**config.mk**
```make
export PLATFORM = sky130hd
export DESIGN_NAME = ssp_datapath
export DESIGN_NICKNAME = d
export VERILOG_FILES = /design/src/verilog/ssp_datapath.v
export VERILOG_INCLUDE_DIRS = /design/src /design/src/inc
export SDC_FILE = /design/constraint.sdc
export NUM_CORES = 1
export LEC_CHECK = 0
export BUFFER_PORTS_ARGS = -buffer_cell sky130_fd_sc_hd__buf_2
export CELL_PAD_IN_SITES_DETAIL_PLACEMENT = 0
export CELL_PAD_IN_SITES_GLOBAL_PLACEMENT = 1
export CORE_MARGIN = 2
export CORE_UTILIZATION = 40
export CTS_CLUSTER_DIAMETER = 200
export CTS_CLUSTER_SIZE = 12
export DETAILED_ROUTE_END_ITERATION = 10
export PLACE_DENSITY = 0.78
export SYNTH_ARGS = -nofsm -noshare
export SYNTH_HDL_FRONTEND = slang
export SYNTH_SLANG_ARGS = --single-unit
```
**constraint.sdc**
```tcl
create_clock -name clk_in -period 5 [get_ports clk_in]
set_input_delay 0.25 -clock clk_in [delete_from_list [all_inputs] [get_ports clk_in]]
set_output_delay 0.25 -clock clk_in [all_outputs]
set_load 0.02 [all_outputs]
```
**src/inc/ssp_consts.vh**
```
`ifndef SSP_CONSTS_VH
`define SSP_CONSTS_VH
// ***************************************************************
// Register indexes (byte address is four times the index)
// ***************************************************************
`define SSP_IDX_SHIFT_DATA 16'hfe31
`define SSP_IDX_BIT_RATE 16'hfe32
`define SSP_IDX_CONT_LEN 16'hfe33
`define SSP_IDX_CONT_CTRL 16'hfe37
`define SSP_IDX_WAKE_SHIFT 16'hfedd
`define SSP_IDX_WAKE_CTRL 16'hfedf
`define SSP_IDX_PORT_CTRL 16'hfe40
// ***************************************************************
// Reset values
// ***************************************************************
`define SSP_RST_BYTE 8'h00
// ***************************************************************
// Continuous transfer control fields
// ***************************************************************
`define SSP_CC_PAUSE 7
`define SSP_CC_CODE_HI 6
`define SSP_CC_CODE_LO 5
// ***************************************************************
// Line code values
// ***************************************************************
`define SSP_CODE_NRZ 2'h0
`define SSP_CODE_MAN1 2'h1
`define SSP_CODE_BPS 2'h2
`define SSP_CODE_MAN2 2'h3
// ***************************************************************
// Wake control fields
// ***************************************************************
`define SSP_WC_ARM 5
`define SSP_WC_ACCEPT 4
`define SSP_WC_MSB 3
`define SSP_WC_OVR 2
`define SSP_WC_DONE 1
`define SSP_WC_IE 0
`define SSP_WAKE_OVR_BITS 4'ha
// ***************************************************************
// Port control fields
// ***************************************************************
`define SSP_PC_BANK 7
`define SSP_PC_SWAP 6
`define SSP_PC_RUN 5
`define SSP_PC_CONT 4
`define SSP_PC_MSB 3
`define SSP_PC_END 1
`define SSP_PC_EXT_CLK 0
// ***************************************************************
// RAM banks and timing
// ***************************************************************
`define SSP_RAM_BANK0 9'h1c0
`define SSP_RAM_BANK1 9'h1e0
`define SSP_TCYC_CLKS 3
`define SSP_RESP_OKAY 2'h0
`define SSP_RESP_SLVERR 2'h2
`endif

```
**src/verilog/ssp_datapath.v**
```verilog
`timescale 1ns/1ps
`include "ssp_consts.vh"
module ssp_datapath #(
  parameter TCYC_CLKS = `SSP_TCYC_CLKS
) (
  input wire clk_in,
  input wire reset_n_in,
  input wire [17:0] s_axi_awaddr_in,
  input wire s_axi_awvalid_in,
  output wire s_axi_awready_out,
  input wire [31:0] s_axi_wdata_in,
  input wire [3:0] s_axi_wstrb_in,
  input wire s_axi_wvalid_in,
  output wire s_axi_wready_out,
  output reg [1:0] s_axi_bresp_out,
  output reg s_axi_bvalid_out,
  input wire s_axi_bready_in,
  input wire [17:0] s_axi_araddr_in,
  input wire s_axi_arvalid_in,
  output wire s_axi_arready_out,
  output reg [31:0] s_axi_rdata_out,
  output reg [1:0] s_axi_rresp_out,
  output reg s_axi_rvalid_out,
  input wire s_axi_rready_in,
  input wire sck_in,
  output reg sck_out,
  output reg sck_oe_out,
  input wire sdi_in,
  output reg sdo_out,
  input wire deep_sleep_in,
  output reg wake_mode_out,
  output reg wake_irq_out,
  output reg [8:0] ram_addr_out,
  output reg ram_rd_out,
  output reg ram_wr_out,
  output reg [7:0] ram_wdata_out,
  input wire [7:0] ram_rdata_in
);
  localparam ST_IDLE = 3'h0;
  localparam ST_READ = 3'h1;
  localparam ST_LOAD = 3'h2;
  localparam ST_SHIFT = 3'h3;
  localparam ST_PAUSE = 3'h4;
  localparam integer UNIT_CLKS = (TCYC_CLKS / 3 < 1) ? 1 : TCYC_CLKS / 3;

  // ***************************************************************
  // Reset and input synchronisers
  // ***************************************************************
  reg rst_meta_reg;
  reg rst_sync_reg;
  always @(posedge clk_in or negedge reset_n_in)
  begin
    if (!reset_n_in)
    begin
      rst_meta_reg <= 1'b0;
      rst_sync_reg <= 1'b0;
    end
    else
    begin
      rst_meta_reg <= 1'b1;
      rst_sync_reg <= rst_meta_reg;
    end
  end
  wire rst_n = rst_sync_reg;

  reg [2:0] meta_reg;
  reg [2:0] sync_reg;
  reg sck_dly_reg;
  always @(posedge clk_in or negedge rst_n)
  begin
    if (!rst_n)
    begin
      meta_reg <= 3'h1;
      sync_reg <= 3'h1;
      sck_dly_reg <= 1'b1;
    end
    else
    begin
      meta_reg <= {deep_sleep_in, sdi_in, sck_in};
      sync_reg <= meta_reg;
      sck_dly_reg <= sync_reg[0];
    end
  end
  wire ext_rise = sync_reg[0] & ~sck_dly_reg;
  wire ext_fall = ~sync_reg[0] & sck_dly_reg;
  wire sdi_s = sync_reg[1];
  wire sleep_s = sync_reg[2];

  // ***************************************************************
  // Registers
  // ***************************************************************
  reg [7:0] shift_reg;
  reg [7:0] rate_reg;
  reg [7:0] len_reg;
  reg pause_reg;
  reg [1:0] code_reg;
  reg [4:0] bytes_reg;
  reg [7:0] wake_shift_reg;
  reg [5:0] wake_ctl_reg;
  reg bank_reg;
  reg swap_reg;
  reg run_reg;
  reg cont_reg;
  reg msb_reg;
  reg end_reg;
  reg ext_clk_reg;

  // ***************************************************************
  // AXI4-Lite slave
  // ***************************************************************
  reg aw_got_reg;
  reg w_got_reg;
  reg [15:0] aw_idx_reg;
  reg [7:0] wd_reg;
  reg wd_en_reg;
  assign s_axi_awready_out = ~aw_got_reg & ~s_axi_bvalid_out;
  assign s_axi_wready_out = ~w_got_reg & ~s_axi_bvalid_out;
  assign s_axi_arready_out = ~s_axi_rvalid_out;
  wire wr_go = aw_got_reg & w_got_reg & ~s_axi_bvalid_out;
  wire wr_en = wr_go & wd_en_reg;
  wire wr_shift = wr_en & (aw_idx_reg == `SSP_IDX_SHIFT_DATA);
  wire wr_rate = wr_en & (aw_idx_reg == `SSP_IDX_BIT_RATE);
  wire wr_len = wr_en & (aw_idx_reg == `SSP_IDX_CONT_LEN);
  wire wr_cc = wr_en & (aw_idx_reg == `SSP_IDX_CONT_CTRL);
  wire wr_wshift = wr_en & (aw_idx_reg == `SSP_IDX_WAKE_SHIFT);
  wire wr_wctl = wr_en & (aw_idx_reg == `SSP_IDX_WAKE_CTRL);
  wire wr_pc = wr_en & (aw_idx_reg == `SSP_IDX_PORT_CTRL);
  wire aw_map = (aw_idx_reg == `SSP_IDX_SHIFT_DATA) | (aw_idx_reg == `SSP_IDX_BIT_RATE) |
                (aw_idx_reg == `SSP_IDX_CONT_LEN) | (aw_idx_reg == `SSP_IDX_CONT_CTRL) |
                (aw_idx_reg == `SSP_IDX_WAKE_SHIFT) | (aw_idx_reg == `SSP_IDX_WAKE_CTRL) |
                (aw_idx_reg == `SSP_IDX_PORT_CTRL);

  always @(posedge clk_in or negedge rst_n)
  begin
    if (!rst_n)
    begin
      aw_got_reg <= 1'b0;
      w_got_reg <= 1'b0;
      aw_idx_reg <= 16'h0000;
      wd_reg <= 8'h00;
      wd_en_reg <= 1'b0;
      s_axi_bvalid_out <= 1'b0;
      s_axi_bresp_out <= `SSP_RESP_OKAY;
    end
    else
    begin
      if (s_axi_awvalid_in && s_axi_awready_out)
      begin
        aw_got_reg <= 1'b1;
        aw_idx_reg <= s_axi_awaddr_in[17:2];
      end
      if (s_axi_wvalid_in && s_axi_wready_out)
      begin
        w_got_reg <= 1'b1;
        wd_reg <= s_axi_wdata_in[7:0];
        wd_en_reg <= s_axi_wstrb_in[0];
      end
      if (wr_go)
      begin
        aw_got_reg <= 1'b0;
        w_got_reg <= 1'b0;
        s_axi_bvalid_out <= 1'b1;
        s_axi_bresp_out <= aw_map ? `SSP_RESP_OKAY : `SSP_RESP_SLVERR;
      end
      else if (s_axi_bvalid_out && s_axi_bready_in)
        s_axi_bvalid_out <= 1'b0;
    end
  end

  reg [7:0] rd_mux;
  reg rd_map;
  always @*
  begin
    rd_map = 1'b1;
    case (s_axi_araddr_in[17:2])
      `SSP_IDX_SHIFT_DATA: rd_mux = shift_reg;
      `SSP_IDX_BIT_RATE: rd_mux = rate_reg;
      `SSP_IDX_CONT_LEN: rd_mux = len_reg;
      `SSP_IDX_CONT_CTRL: rd_mux = {pause_reg, code_reg, bytes_reg};
      `SSP_IDX_WAKE_SHIFT: rd_mux = wake_shift_reg;
      `SSP_IDX_WAKE_CTRL: rd_mux = {2'h0, wake_ctl_reg};
      `SSP_IDX_PORT_CTRL: rd_mux = {bank_reg, swap_reg, run_reg, cont_reg, msb_reg, 1'b0,
                                     end_reg, ext_clk_reg};
      default:
      begin
        rd_mux = 8'h00;
        rd_map = 1'b0;
      end
    endcase
  end

  always @(posedge clk_in or negedge rst_n)
  begin
    if (!rst_n)
    begin
      s_axi_rvalid_out <= 1'b0;
      s_axi_rdata_out <= 32'h00000000;
      s_axi_rresp_out <= `SSP_RESP_OKAY;
    end
    else if (s_axi_arvalid_in && s_axi_arready_out)
    begin
      s_axi_rvalid_out <= 1'b1;
      s_axi_rdata_out <= {24'h000000, rd_mux};
      s_axi_rresp_out <= rd_map ? `SSP_RESP_OKAY : `SSP_RESP_SLVERR;
    end
    else if (s_axi_rvalid_out && s_axi_rready_in)
      s_axi_rvalid_out <= 1'b0;
  end

  // ***************************************************************
  // Bit-rate generator
  // ***************************************************************
  reg [2:0] state_reg;
  reg [7:0] baud_cnt_reg;
  reg [7:0] unit_cnt_reg;
  wire shifting = (state_reg == ST_SHIFT);
  wire unit_tick = (unit_cnt_reg == (UNIT_CLKS[7:0] - 8'h01));
  wire baud_tick = shifting & ~ext_clk_reg & unit_tick & (baud_cnt_reg == 8'h00);
  always @(posedge clk_in or negedge rst_n)
  begin
    if (!rst_n)
    begin
      baud_cnt_reg <= 8'h00;
      unit_cnt_reg <= 8'h00;
    end
    else if (!shifting)
    begin
      baud_cnt_reg <= rate_reg;
      unit_cnt_reg <= 8'h00;
    end
    else
    begin
      unit_cnt_reg <= unit_tick ? 8'h00 : unit_cnt_reg + 8'h01;
      if (unit_tick)
        baud_cnt_reg <= (baud_cnt_reg == 8'h00) ? rate_reg : baud_cnt_reg - 8'h01;
    end
  end
  wire fall_ev = shifting & (ext_clk_reg ? ext_fall : (baud_tick & sck_out));
  wire rise_ev = shifting & (ext_clk_reg ? ext_rise : (baud_tick & ~sck_out));

  // ***************************************************************
  // Transfer engine
  // ***************************************************************
  reg [8:0] bits_left_reg;
  reg [2:0] bit_cnt_reg;
  reg [4:0] ram_off_reg;
  reg cur_bit_reg;
  wire [8:0] base = bank_reg ? `SSP_RAM_BANK1 : `SSP_RAM_BANK0;
  wire last_bit = (bits_left_reg == 9'h001);
  wire tx_bit = msb_reg ? shift_reg[7] : shift_reg[0];
  wire start = wr_pc & wd_reg[`SSP_PC_RUN] & (state_reg == ST_IDLE);

  always @(posedge clk_in or negedge rst_n)
  begin
    if (!rst_n)
    begin
      state_reg <= ST_IDLE;
      shift_reg <= `SSP_RST_BYTE;
      bits_left_reg <= 9'h000;
      bit_cnt_reg <= 3'h0;
      ram_off_reg <= 5'h00;
      bytes_reg <= 5'h00;
      run_reg <= 1'b0;
      cont_reg <= 1'b0;
      end_reg <= 1'b0;
      sck_out <= 1'b1;
      sdo_out <= 1'b1;
      cur_bit_reg <= 1'b0;
      ram_addr_out <= 9'h000;
      ram_rd_out <= 1'b0;
      ram_wr_out <= 1'b0;
      ram_wdata_out <= 8'h00;
    end
    else
    begin
      ram_rd_out <= 1'b0;
      ram_wr_out <= 1'b0;
      if (wr_pc)
      begin
        cont_reg <= wd_reg[`SSP_PC_CONT];
        if (!wd_reg[`SSP_PC_END])
          end_reg <= 1'b0;
      end
      if (wr_shift && state_reg == ST_IDLE)
        shift_reg <= wd_reg;
      case (state_reg)
        ST_IDLE:
        begin
          sck_out <= 1'b1;
          if (start)
          begin
            run_reg <= 1'b1;
            bit_cnt_reg <= 3'h0;
            bytes_reg <= 5'h00;
            ram_off_reg <= 5'h00;
            if (wd_reg[`SSP_PC_CONT])
            begin
              bits_left_reg <= {1'b0, len_reg} + 9'h001;
              state_reg <= ST_READ;
            end
            else
            begin
              bits_left_reg <= 9'h008;
              state_reg <= ST_SHIFT;
            end
          end
        end
        ST_READ:
        begin
          ram_addr_out <= base + {4'h0, ram_off_reg};
          ram_rd_out <= 1'b1;
          state_reg <= ST_LOAD;
        end
        ST_LOAD:
        begin
          shift_reg <= ram_rdata_in;
          ram_wr_out <= swap_reg;
          ram_wdata_out <= shift_reg;
          state_reg <= ST_SHIFT;
        end
        ST_SHIFT:
        begin
          if (!ext_clk_reg && baud_tick)
            sck_out <= ~sck_out;
          if (fall_ev)
          begin
            cur_bit_reg <= tx_bit;
            if (code_reg == `SSP_CODE_BPS)
              sdo_out <= ~sdo_out;
            else
              sdo_out <= tx_bit;
          end
          if (rise_ev)
          begin
            if (code_reg == `SSP_CODE_MAN1)
              sdo_out <= ~cur_bit_reg;
            else if (code_reg == `SSP_CODE_MAN2 && !last_bit)
              sdo_out <= ~cur_bit_reg;
            else if (code_reg == `SSP_CODE_BPS && !cur_bit_reg)
              sdo_out <= ~sdo_out;
            else if (code_reg == `SSP_CODE_NRZ)
              sdo_out <= cur_bit_reg;
            shift_reg <= msb_reg ? {shift_reg[6:0], sdi_s} : {sdi_s, shift_reg[7:1]};
            bits_left_reg <= bits_left_reg - 9'h001;
            bit_cnt_reg <= bit_cnt_reg + 3'h1;
            if (bit_cnt_reg == 3'h7 && cont_reg)
              bytes_reg <= bytes_reg + 5'h01;
            if (last_bit)
            begin
              run_reg <= 1'b0;
              cont_reg <= 1'b0;
              end_reg <= 1'b1;
              state_reg <= ST_IDLE;
            end
            else if (bit_cnt_reg == 3'h7 && cont_reg)
            begin
              ram_off_reg <= ram_off_reg + 5'h01;
              state_reg <= pause_reg ? ST_PAUSE : ST_READ;
            end
          end
        end
        ST_PAUSE:
        begin
          if (!pause_reg)
            state_reg <= ST_READ;
        end
        default:
          state_reg <= ST_IDLE;
      endcase
    end
  end

  // ***************************************************************
  // Software-held configuration
  // ***************************************************************
  always @(posedge clk_in or negedge rst_n)
  begin
    if (!rst_n)
    begin
      rate_reg <= `SSP_RST_BYTE;
      len_reg <= `SSP_RST_BYTE;
      pause_reg <= 1'b0;
      code_reg <= `SSP_CODE_NRZ;
      bank_reg <= 1'b0;
      swap_reg <= 1'b0;
      msb_reg <= 1'b0;
      ext_clk_reg <= 1'b0;
      sck_oe_out <= 1'b0;
    end
    else
    begin
      sck_oe_out <= ~ext_clk_reg;
      if (wr_rate)
        rate_reg <= wd_reg;
      if (wr_len)
        len_reg <= wd_reg;
      if (wr_cc)
      begin
        pause_reg <= wd_reg[`SSP_CC_PAUSE];
        code_reg <= wd_reg[`SSP_CC_CODE_HI:`SSP_CC_CODE_LO];
      end
      if (wr_pc)
      begin
        bank_reg <= wd_reg[`SSP_PC_BANK];
        swap_reg <= wd_reg[`SSP_PC_SWAP];
        msb_reg <= wd_reg[`SSP_PC_MSB];
        ext_clk_reg <= wd_reg[`SSP_PC_EXT_CLK];
      end
    end
  end

  // ***************************************************************
  // Wake receiver
  // ***************************************************************
  reg [2:0] wake_bits_reg;
  reg [3:0] idle_bits_reg;
  wire w_arm = wake_ctl_reg[`SSP_WC_ARM];
  wire w_acc = wake_ctl_reg[`SSP_WC_ACCEPT];
  wire w_take = ext_rise & w_arm & w_acc;
  wire w_done_set = w_take & (wake_bits_reg == 3'h7);
  wire w_ovr_set = ext_rise & w_arm & ~w_acc & (idle_bits_reg == `SSP_WAKE_OVR_BITS - 4'h1);
  always @(posedge clk_in or negedge rst_n)
  begin
    if (!rst_n)
    begin
      wake_shift_reg <= `SSP_RST_BYTE;
      wake_ctl_reg <= 6'h00;
      wake_bits_reg <= 3'h0;
      idle_bits_reg <= 4'h0;
      wake_mode_out <= 1'b0;
      wake_irq_out <= 1'b0;
    end
    else
    begin
      wake_mode_out <= w_arm & sleep_s;
      wake_irq_out <= wake_ctl_reg[`SSP_WC_IE] &
                      (wake_ctl_reg[`SSP_WC_OVR] | wake_ctl_reg[`SSP_WC_DONE]);
      if (w_take)
      begin
        wake_shift_reg <= wake_ctl_reg[`SSP_WC_MSB] ? {wake_shift_reg[6:0], sdi_s} :
                          {sdi_s, wake_shift_reg[7:1]};
        wake_bits_reg <= wake_bits_reg + 3'h1;
      end
      else if (wr_wshift)
        wake_shift_reg <= wd_reg;
      if (!w_arm || w_acc)
        idle_bits_reg <= 4'h0;
      else if (ext_rise && idle_bits_reg != `SSP_WAKE_OVR_BITS)
        idle_bits_reg <= idle_bits_reg + 4'h1;
      if (wr_wctl)
        wake_ctl_reg <= wd_reg[5:0];
      if (w_done_set)
        wake_ctl_reg[`SSP_WC_DONE] <= 1'b1;
      if (w_ovr_set)
        wake_ctl_reg[`SSP_WC_OVR] <= 1'b1;
    end
  end
endmodule

```
==> results of run 1 <==
==> per-layer routing <==
metal	routed length [µm]	vias to the layer above	GRT usage, %
met5	0	-	0
met4	375	0	6.17
met3	1020	28	3.27
met2	9980	177	30.2
met1	9770	3246	27.3
li1	-	3071	-
==> kinds of logic (layout without fill, tap and decap cells) <==
logic type,after synthesis,in the layout,share of synthesized area [%]
adders and majority gates,17,17,2.45
other,2,27,0.0874
DFF,167,167,48.7
and+or+nand+nor,238,238,16.0
muxes,100,100,12.7
AOI/OAI and AO/OA,165,165,13.2
xor gates and xnor gates,20,20,2.04
buffers and inverters,81,162,4.88
==> metrics by stage <==
| stage | hold slack (ns) | cell area [µm²] | setup slack (ns) |
|---|---|---|---|
| floorplan | -0.0456 | 8690 | 0.0109 |
| global placement | 0.0367 | 9240 | 2.37 |
| detailed placement | 0.0366 | 9240 | 2.34 |
| CTS | 0.000701 | 9910 | 2.32 |
| global route | 0.0229 | 9910 | 2.17 |
| finish | 0.0269 | 9910 | 2.32 |
==> path summary, 6_finish.rpt <==
| kind | from | end | slack (ns) | depth (start not counted) |
|---|---|---|---|---|
| max | baud_cnt_reg[0] | shift_reg[7] | 2.32 | 6 |
| max reg2reg | baud_cnt_reg[0] | shift_reg[7] | 2.32 | 6 |
| min | ram_rdata_in[0] | shift_reg[0] | 0.03 | 3 |
| min reg2reg | meta_reg[0] | sync_reg[0] | 0.36 | 0 |
| max in group asynchronous | rst_n | unit_cnt_reg[6] | 3.55 | 1 |
| min in group asynchronous | reset_n_in | rst_n | 0.12 | 2 |
==> critical path, delay by kind of cell (launching register included) <==
family | cells | cell delay [ns]
AO/OA/AOI/OAI | 2 | 1.09
AND/OR/NAND/NOR | 2 | 0.74
flip-flops | 1 | 0.42
adder cells (fa/ha/maj) | 1 | 0.16
buffers and inverters | 1 | 0.09
==> power by group through the flow <==
stage | clock [mW] | sequential [mW] | combinational (mW)
2_1_floorplan | 0 | 1.84 | 0.548
3_5_place_dp | 0 | 1.95 | 0.698
5_1_grt | 1.42 | 1.96 | 0.787
3_3_place_gp | 0 | 1.94 | 0.681
4_1_cts | 1.36 | 1.93 | 0.706
6_report | 1.33 | 1.93 | 0.699
==> cell usage after synthesis (13+ instances only) <==
library cell / count
dfrtp_1: 162
mux2_2: 71
nor2_1: 49
nand2_1: 47
a21oi_1: 36
mux2i_1: 29
buf_4: 28
o21ai_0: 27
nand3_1: 24
clkbuf_1: 22
inv_1: 21
nor2b_1: 18
ha_1: 16
a211oi_1: 15
nor3_1: 14
nand4_1: 13
xor2_1: 13
==> layout make-up <==
cell class                 count  share of cell area (%)
sequential                   167                    42.3
clock inverter                14                    1.64
tap                          275                    3.47
inverter                      21                   0.796
multi-input combinational    567                    41.3
timing repair buffer         109                    6.09
clock buffer                  18                    4.43
==> summary.txt, run 1 <==
Floorplan
  – DIE AREA: 22,700 µm²
  – Die width: 151 µm
  – Die Y: 151 µm
  – Row count: 53
  – # IOs: 155
  – Core area: 21,000 µm²
  – Initial Utilization: 40.9%

STA
  – Slew HR: 34.3%
  – Sum of negative setup slack: 0 ns
  – Max-slew violations: 0
  – Clk_skew: 0.0101 ns
  – Period minus WS final: 2.68 ns
  – Worst-margin pin slew: 0.981 ns
  – Max Fclk: 374 MHz
  – Final hold viol count: 0
  – RSZ-0062 raised after global routing: false
  – Fin crit share: 53.5%
  – Setup violators final: 0

Cells and area
  – Max reg flops: 16
  – Storage cell area: 4190 µm²
  – Ratio of cells with drive above 1 in the final layout: 25.6%
  – Area growth from synthesis to layout: 15.3%
  – Final core utilization: 47.1%
  – Area of the multi-input gates: 4090 µm²
  – Most frequent cells in the layout: 161 x dfrtp_1, 97 x buf_2, 71 x mux2_2
  – Fillers: 1,974
  – Leading cell type in the layout, fill and taps excluded: dfrtp_1
  – Diode count: 0
  – Fin cells: 1,171
  – Final Net Count: 989

Clock tree
  – Hold bufs inserted after CTS: 6
  – CTS tree: done
  – Clk sinks: 167
  – Worst-path clk slew: 0.07 ns
  – Worst-Skew Late Latency: 0.44 ns
  – Max Buffers Root-to-Sink: 2
  – Setup Fix Bufs, Post-CTS: 0
  – Post-CTS Resized: 0
  – Root Buffer: clkbuf_16
  – Total CTS buffers: 17
  – H-tree depth: 4

Synth
  – Post-synthesis area per instance: 10.9 µm²
  – Yosys cell types: 80
  – Synth Flop Type: dfrtp_1
  – Post-Syn Area: 8590 µm²
  – Ys Warns: 0
  – Asr flop ratio synth: 100%
  – EDFF count, synth: 0
  – Mapped Cells: 790
  – Largest area contributor in the synthesized netlist: dfrtp_1
  – Top cells by area, synth: dfrtp_1 47%, mux2_2 9.3%, mux2i_1 3.4%, buf_4 2.4%, ha_1 2.3%
  – #FFs+latches synth: 167
  – Area share of the largest cell type after synthesis: 47.2%
  – Post-synthesis sequential area ratio: 48.7%

GRT
  – Vias in the first global route: 6,207
  – All-Layer GR Usage: 19.3%
  – Largest net degree at the start of global routing: 107
  – Initial antenna violation count: 0
  – Global-route wire length before repair: 33,900 µm
  – GRT Residual Overflow: 0

Power and ir drop
  – Net Sw Frac: 33.8%
  – VDD IR max: 0.300 mV
  – Clock power share: 33.7%
  – Pwr per Cell Area: 400 nW/µm²
  – Total power: 3.96 mW
  – Internal: 2.62 mW
  – Flop pwr share: 48.7%
  – Psw: 1.34 mW
  – Leakage dissipation: 4.33 nW
  – Comb pwr share: 17.6%

Job
  – # Max-Cap Violations: 0

Critical path
  – Worst Setup Path Type: reg2reg
  – Setup crit end kind: flip-flop
  – CP peak stage delay: 0.85 ns
  – Worst EP required: 5.27 ns
  – Worst-path fanout max: 8
  – Arrival time worst endpoint: 2.94 ns
  – Worst setup SP type: flip-flop
  – CP Cell Sequence: inv_1 -> ha_1 -> nor4b_1 -> nand4_1 -> a31oi_1 -> o221ai_1
  – Slowest-stage cell, CP: a31oi_1

Route
  – Routed Antenna Nets: 0
  – DRC Markers: 0
  – Vias per cell: 5.57
  – Initial DRC Count: 461
  – Average wire per standard cell: 18.1 µm
  – DRT Wirelength: 21,100 µm
  – DR pass1 iterations: 5
  – Via count: 6,522

Outcome
  – Status: complete, no violations

Placed design
  – Number of port buffers: 97
  – Dpl cells: 1,133
  – Routability cong.: 0.862
  – Detailed Place HPWL: 15,000 µm

Hold path
  – Worst min path class: in2reg
No activity file was read; power rests on OpenSTA's default activity.
==> run 2, diff against run 1 <==
--- a/config.mk
+++ b/config.mk
@@ -10,11 +10,11 @@
 export CELL_PAD_IN_SITES_DETAIL_PLACEMENT = 0
 export CELL_PAD_IN_SITES_GLOBAL_PLACEMENT = 1
 export CORE_MARGIN = 2
-export CORE_UTILIZATION = 40
+export CORE_UTILIZATION = 44
 export CTS_CLUSTER_DIAMETER = 200
 export CTS_CLUSTER_SIZE = 12
 export DETAILED_ROUTE_END_ITERATION = 10
-export PLACE_DENSITY = 0.78
+export PLACE_DENSITY = 0.81
 export SYNTH_ARGS = -nofsm -noshare
 export SYNTH_HDL_FRONTEND = slang
 export SYNTH_SLANG_ARGS = --single-unit
==> constraint.sdc (replaced) <==
create_clock -name clk_in -period 2.6 [get_ports clk_in]
set_input_delay 0.13 -clock clk_in [delete_from_list [all_inputs] [get_ports clk_in]]
set_output_delay 0.13 -clock clk_in [all_outputs]
set_load 0.02 [all_outputs]
==> run 2 against run 1 <==
Net effect:
- final area up 5.1%
- worst setup slack worse by 2.0 ns
- worst hold slack better by 0.20 ns
- first-iteration DRC count up 0.22%
- maximum frequency rose by 17%
- routed wire length increased by 3.5%
- non-clock buffer count increased by 56
- sequential cell count unchanged
- utilization increased by 6.7 points
- sequential power increased by 91%
- sequential share of layout area is 2.1 points lower
==> summary.txt, run 2 (synthesis results as in run 1) <==
Floorplan
  – Die Y: 144 µm (-4.5%)
  – Row count: 51 (-3.8%)
  – Initial Utilization: 44.4% (+3.6 points)
  – DIE AREA: 20,700 µm² (-8.9%)
  – # IOs: 155 (unchanged)
  – Die width: 144 µm (-4.5%)
  – Core area: 19,300 µm² (-8.0%)

Cells and area
  – Max reg flops: 16 (unchanged)
  – Fillers: 1,725 (-13%)
  – Ratio of cells with drive above 1 in the final layout: 25.9% (+0.39 points)
  – Most frequent cells in the layout: 161 x dfrtp_1, 97 x buf_2, 71 x mux2_2
  – Leading cell type in the layout, fill and taps excluded: dfrtp_1
  – Final Net Count: 1,045 (+5.7%)
  – Diode count: 0 (unchanged)
  – Area growth from synthesis to layout: 21.2%
  – Post-route cell area: 10,400 µm² (+5.1%)

Clock tree
  – Setup Fix Bufs, Post-CTS: 0 (unchanged)
  – Worst-path clk slew: 0.07 ns (about the same)
  – Total CTS buffers: 17 (unchanged)
  – Max Buffers Root-to-Sink: 2 (unchanged)
  – Root Buffer: clkbuf_16
  – CTS tree: done
  – H-tree depth: 4 (unchanged)
  – Worst-Skew Late Latency: 0.43 ns (about the same)
  – Clk sinks: 167 (unchanged)
  – Post-CTS Resized: 0 (unchanged)

Placed design
  – Detailed Place HPWL: 15,400 µm (+2.3%)
  – Placed instance area: 9400 µm² (+1.7%)
  – Number of port buffers: 97 (unchanged)
  – Routability cong.: 0.871 (+1.0%)

Route
  – Routed Antenna Nets: 0 (unchanged)
  – Via count: 6,724 (+3.1%)
  – Average wire per standard cell: 18.0 µm (-0.45%)
  – DRT Wirelength: 21,900 µm (+3.5%)
  – Vias per cell: 5.53 (-0.80%)
  – DRC Markers: 0 (unchanged)
  – Initial DRC Count: 462 (+0.22%)
  – DR pass1 iterations: 5 (unchanged)

STA
  – Worst-margin pin slew: 0.906 ns (-0.0749 ns)
  – Clk_skew: 0.00689 ns (-0.00321 ns)
  – Sum of negative setup slack: 0 ns (unchanged)
  – Slew HR: 39.6% (+5.3 points)
  – Max Fclk: 439 MHz (+17%)
  – Final hold viol count: 0 (unchanged)
  – Max-slew violations: 0 (unchanged)
  – RSZ-0062 raised after global routing: false
  – Setup violators final: 0 (unchanged)
  – Fin crit share: 87.7% (+34 points)
  – Period minus WS final: 2.28 ns (-0.395 ns)

GRT
  – All-Layer GR Usage: 21.8% (+2.5 points)
  – Initial antenna violation count: 0 (unchanged)
  – GRT Residual Overflow: 0 (unchanged)
  – Global-route wire length before repair: 34,600 µm (+2.1%)
  – Largest net degree at the start of global routing: 60 (-44%)
  – Vias in the first global route: 6,485 (+4.5%)

Hold path
  – Worst hold stages: 4 (+1)
  – Min-Delay Startpoint: s_axi_arvalid_in
  – Worst min-delay path endpoint: s_axi_rdata_out[7]
  – Worst min path class: in2reg

Critical path
  – Worst-case reg-to-reg path depth: 6 (unchanged)
  – Worst setup SP type: flip-flop
  – Worst-path fanout max: 11 (+3)
  – Setup crit end kind: flip-flop
  – Arrival time worst endpoint: 2.57 ns (-0.37 ns)
  – Worst EP required: 2.89 ns (-2.38 ns)
  – Worst reg2reg path startpoint: aw_idx_reg[8]
  – Worst reg2reg setup slack: 0.32 ns (-2.00 ns)
  – Worst Setup Path Type: reg2reg
  – Capturing point of the worst reg2reg path: shift_reg[0]

Outcome
  – Status: complete, no violations

Power and ir drop
  – VDD IR max: 0.579 mV (+93%)
  – Leakage dissipation: 4.57 nW (+5.7%)
  – Pwr per Cell Area: 735 nW/µm² (+84%)
  – Total power: 7.65 mW (+93%)

Job
  – # Max-Cap Violations: 0 (unchanged)
-- run 2: cell count changes in the layout (fill, tap and decap cells not counted), sizes merged --
cell,previous run,this run
dlygate4sd3,6,42
inv,32,28
clkinv,3,2
clkinvlp,0,2
bufinv,0,1
buf,103,123
clkbuf,18,20
-- run 2: where the power goes --
part	total [mW]	switching [mW]	internal (mW)
combinational	1.43	0.722	0.710
sequential	3.68	0.629	3.06
clock	2.53	1.12	1.41
total	7.65	2.47	5.17
-- run 2: worst max path at each step --
| stage | slack (ns) | to | cells past startpoint | from |
|---|---|---|---|---|
| finish | 0.32 | shift_reg[0] | 6 | aw_idx_reg[8] |
| global route | 0.19 | shift_reg[1] | 6 | aw_idx_reg[8] |
| global placement | 0.35 | state_reg[0] | 7 | baud_cnt_reg[0] |
| CTS | 0.31 | ram_off_reg[4] | 7 | baud_cnt_reg[0] |
| floorplan | 0.50 | aw_idx_reg[10] | 5 | s_axi_bvalid_out |
| detailed placement | 0.32 | ram_off_reg[4] | 7 | baud_cnt_reg[0] |
-- run 2: final cells by class --
cell class | count | area, µm² | area share, %
sequential | 167 | 4190 | 40.2
multi-input combinational | 567 | 4080 | 39.2
timing repair buffer | 165 | 1140 | 10.9
clock buffer | 20 | 457 | 4.39
tap | 265 | 332 | 3.18
clock inverter | 12 | 134 | 1.29
inverter | 21 | 78.8 | 0.757
-- run 2: per-stage QoR --
stage / hold WS, ns / worst slack, ns / utilization [%] / cells
2_1_floorplan: -0.166 / 0.502 / - / 815
3_3_place_gp: -0.0829 / 0.347 / 48.6 / 1143
5_1_grt: 0.218 / 0.189 / 53.8 / 1217
4_1_cts: 0.204 / 0.308 / 53.8 / 1217
3_5_place_dp: -0.0819 / 0.325 / 48.6 / 1143
6_report: 0.228 / 0.320 / 53.8 / 1217
-- run 2: critical path, stage by stage, from the launching register on --
cell and delay [ns]:
dfrtp_1 0.38, nand4b_1 0.23, nor3_1 0.39, buf_12 0.18
and4_1 0.57, mux2i_1 0.25, o221ai_1 0.14
-- run 2: routing by layer --
metal / track usage (%) / routed length, µm
met5: 0 / 0
met2: 35.3 / 10500
met3: 4.87 / 1190
met4: 5.83 / 348
met1: 29.6 / 9800
-- run 2: what timing repair did --
action / in CTS / in global routing
hold endpoints to repair: 42 / 0
hold buffers: 42 / 0
setup endpoints to repair: 0 / 0
==> run 3, diff against run 2 <==
--- a/config.mk
+++ b/config.mk
@@ -10,11 +10,12 @@
 export CELL_PAD_IN_SITES_DETAIL_PLACEMENT = 0
 export CELL_PAD_IN_SITES_GLOBAL_PLACEMENT = 1
 export CORE_MARGIN = 2
-export CORE_UTILIZATION = 44
+export CORE_UTILIZATION = 40
 export CTS_CLUSTER_DIAMETER = 200
 export CTS_CLUSTER_SIZE = 12
 export DETAILED_ROUTE_END_ITERATION = 10
-export PLACE_DENSITY = 0.81
+export PLACE_DENSITY = 0.78
 export SYNTH_ARGS = -nofsm -noshare
 export SYNTH_HDL_FRONTEND = slang
 export SYNTH_SLANG_ARGS = --single-unit
+export TNS_END_PERCENT = 30
==> constraint.sdc (replaced) <==
create_clock -name clk_in -period 1.88 [get_ports clk_in]
set_input_delay 0.094 -clock clk_in [delete_from_list [all_inputs] [get_ports clk_in]]
set_output_delay 0.094 -clock clk_in [all_outputs]
set_load 0.02 [all_outputs]
==> run 3 against run 2 <==
Net effect:
- the flow now finishes with violations (negative setup slack)
- worst setup slack got worse by 0.42 ns
- non-clock buffer count rose by 80
- count of clock-buffer cells in the layout fell by 3
- register-to-register slack worse by 0.42 ns
- worst hold slack lost 0.13 ns
- first-iteration DRC count fell by 19%
- global-route usage down 0.90 points
- critical path type unchanged
==> summary.txt, run 3 (synthesis results as in run 1) <==
STA
  – Clk_skew: 0.0143 ns (+0.00741 ns)
  – Max Fclk: 505 MHz (+15%)
  – RSZ-0062 raised after global routing: true
  – Setup violators final: 7 (+7)
  – Fin crit share: 105% (+18 points)
  – Period minus WS final: 1.98 ns (-0.298 ns)
  – Sum of negative setup slack: -0.451 ns (-0.451 ns)
  – Final hold viol count: 0 (unchanged)
  – Slew HR: 64.5% (+25 points)
  – Worst-margin pin slew: 0.533 ns (-0.374 ns)
  – Max-slew violations: 0 (unchanged)
  – Setup WS post-layout: -0.102 ns (-0.422 ns)

Clock tree
  – H-tree depth: 4 (unchanged)
  – Total CTS buffers: 17 (unchanged)
  – Worst-Skew Late Latency: 0.44 ns (about the same)
  – Root Buffer: clkbuf_16
  – Max Buffers Root-to-Sink: 2 (unchanged)
  – CTS tree: done
  – Clk sinks: 167 (unchanged)
  – Worst-path clk slew: 0.07 ns (about the same)

Route
  – WL met1: 10,200 µm (+4.3%)
  – WL met3: 1150 µm (-3.4%)
  – Via count: 7,110 (+5.7%)
  – DR pass1 iterations: 5 (unchanged)
  – Routed met2 length: 11,300 µm (+6.9%)
  – Initial DRC Count: 374 (-19%)
  – Routed Antenna Nets: 0 (unchanged)
  – DRC Markers: 0 (unchanged)
  – Uppermost layer routed: met4
  – DRT Wirelength: 23,000 µm (+5.2%)
  – Average wire per standard cell: 17.6 µm (-2.0%)
  – Vias per cell: 5.44 (-1.5%)

Floorplan
  – Row count: 53 (+3.9%)
  – Core area: 21,000 µm² (+8.7%)
  – DIE AREA: 22,700 µm² (+9.7%)
  – # IOs: 155 (unchanged)
  – Die width: 151 µm (+4.7%)
  – Initial Utilization: 40.9% (-3.6 points)
  – Die Y: 151 µm (+4.7%)

Cells and area
  – Leading cell type in the layout, fill and taps excluded: dfrtp_1
  – Max reg flops: 16 (unchanged)
  – Area growth from synthesis to layout: 31.7%
  – Final Net Count: 1,125 (+7.7%)
  – Most frequent cells in the layout: 161 x dfrtp_1, 97 x buf_2, 95 x buf_4
  – Fillers: 1,842 (+6.8%)
  – Ratio of cells with drive above 1 in the final layout: 35.9% (+10 points)
  – Diode count: 0 (unchanged)

Critical path
  – Worst Setup Path Type: reg2reg
  – Setup crit end kind: flip-flop
  – Arrival time worst endpoint: 2.29 ns (-0.28 ns)
  – Worst-path fanout max: 5 (-6)
  – Worst setup SP type: flip-flop
  – Worst EP required: 2.19 ns (-0.70 ns)

Placed design
  – Number of port buffers: 97 (unchanged)
  – Pre-CTS setup slack: -0.344 ns (-0.669 ns)
  – Detailed Place HPWL: 16,500 µm (+7.5%)
  – Routability cong.: 0.896 (+2.8%)

GRT
  – Vias in the first global route: 6,855 (+5.7%)
  – GRT Residual Overflow: 0 (unchanged)
  – Largest net degree at the start of global routing: 60 (unchanged)
  – Initial antenna violation count: 0 (unchanged)
  – All-Layer GR Usage: 20.9% (-0.90 points)
  – Global-route wire length before repair: 36,500 µm (+5.5%)

Hold path
  – Worst min path class: in2reg

Power and ir drop
  – VDD IR max: 0.823 mV (+42%)
  – Pwr per Cell Area: 985 nW/µm² (+34%)
  – Leakage dissipation: 5.05 nW (+11%)

Outcome
  – Status: finished with violations
  – Failing checks: negative setup slack

Job
  – # Max-Cap Violations: 0 (unchanged)
[run 3: changes by cell type in the layout (fill, tap and decap cells not counted), moves of 4 or more]
| cell | previous run | this run |
|---|---|---|
| a21oi_1 | 36 | 30 |
| a21oi_2 | 2 | 7 |
| buf_12 | 3 | 7 |
| buf_4 | 23 | 95 |
| buf_6 | 0 | 4 |
| o21ai_0 | 27 | 23 |
[run 3: final cells by class]
cell class | instances | area (µm²) | share of cell area, %
inverter | 21 | 78.8 | 0.697
tap | 275 | 344 | 3.04
multi-input combinational | 567 | 4320 | 38.2
clock buffer | 17 | 425 | 3.76
timing repair buffer | 245 | 1800 | 15.9
sequential | 167 | 4190 | 37.0
clock inverter | 15 | 155 | 1.37
[run 3: per-layer routing]
layer	global-route usage, %	up-vias
met1	28.7	3552
met5	0	-
met2	33.8	191
met4	6.21	0
li1	-	3338
met3	3.76	29
[run 3: timing repair]
item | 4_1_cts | 5_1_grt
pin swaps | 11 | 9
hold buffers | 42 | 0
hold endpoints to repair | 42 | 0
gates cloned | 0 | 0
resized for setup | 24 | 40
endpoints found under the setup margin | 37 | 44
setup buffers | 4 | 6
[run 3: critical path, stage by stage, from the launching register on]
cell	delay, ns
dfrtp_1	0.39
or4_4	0.56
nor4bb_2	0.29
buf_4	0.18
o21a_1	0.10
nor2_1	0.03
or3_1	0.31
[run 3: report_power, final]
group / leakage, nW / switching [mW] / internal (mW)
logic: 2.75 / 1.32 / 1.40
registers: 2.03 / 0.769 / 4.22
clock network: 0.279 / 1.67 / 1.77
total: 5.05 / 3.76 / 7.39
[run 3: metrics by stage]
stage / cell area (µm²) / instances / util, % / hold WS (ns) / total power, mW
finish: 11300 / 1307 / 53.8 / 0.0970 / 11.1
global route: 11300 / 1307 / 53.8 / 0.138 / 11.8
CTS: 11100 / 1301 / 52.9 / 0.0890 / 11.1
detailed placement: 9980 / 1224 / 47.5 / -0.118 / 7.46
global placement: 9980 / 1224 / 47.5 / -0.119 / 7.38
floorplan: 8690 / 815 / - / -0.202 / 6.34
[run 3: worst paths after layout]
check | startpoint | to | slack, ns | depth (start not counted)
hold / removal | s_axi_arvalid_in | s_axi_rvalid_out | 0.1 | 4
min in group asynchronous | rst_n | shift_reg[2] | 0.21 | 0
setup / recovery | bits_left_reg[7] | state_reg[0] | -0.10 | 6
setup reg to reg | bits_left_reg[7] | state_reg[0] | -0.10 | 6
hold reg to reg | rst_n | shift_reg[2] | 0.21 | 0
max in group asynchronous | rst_n | sck_out | 0.99 | 1
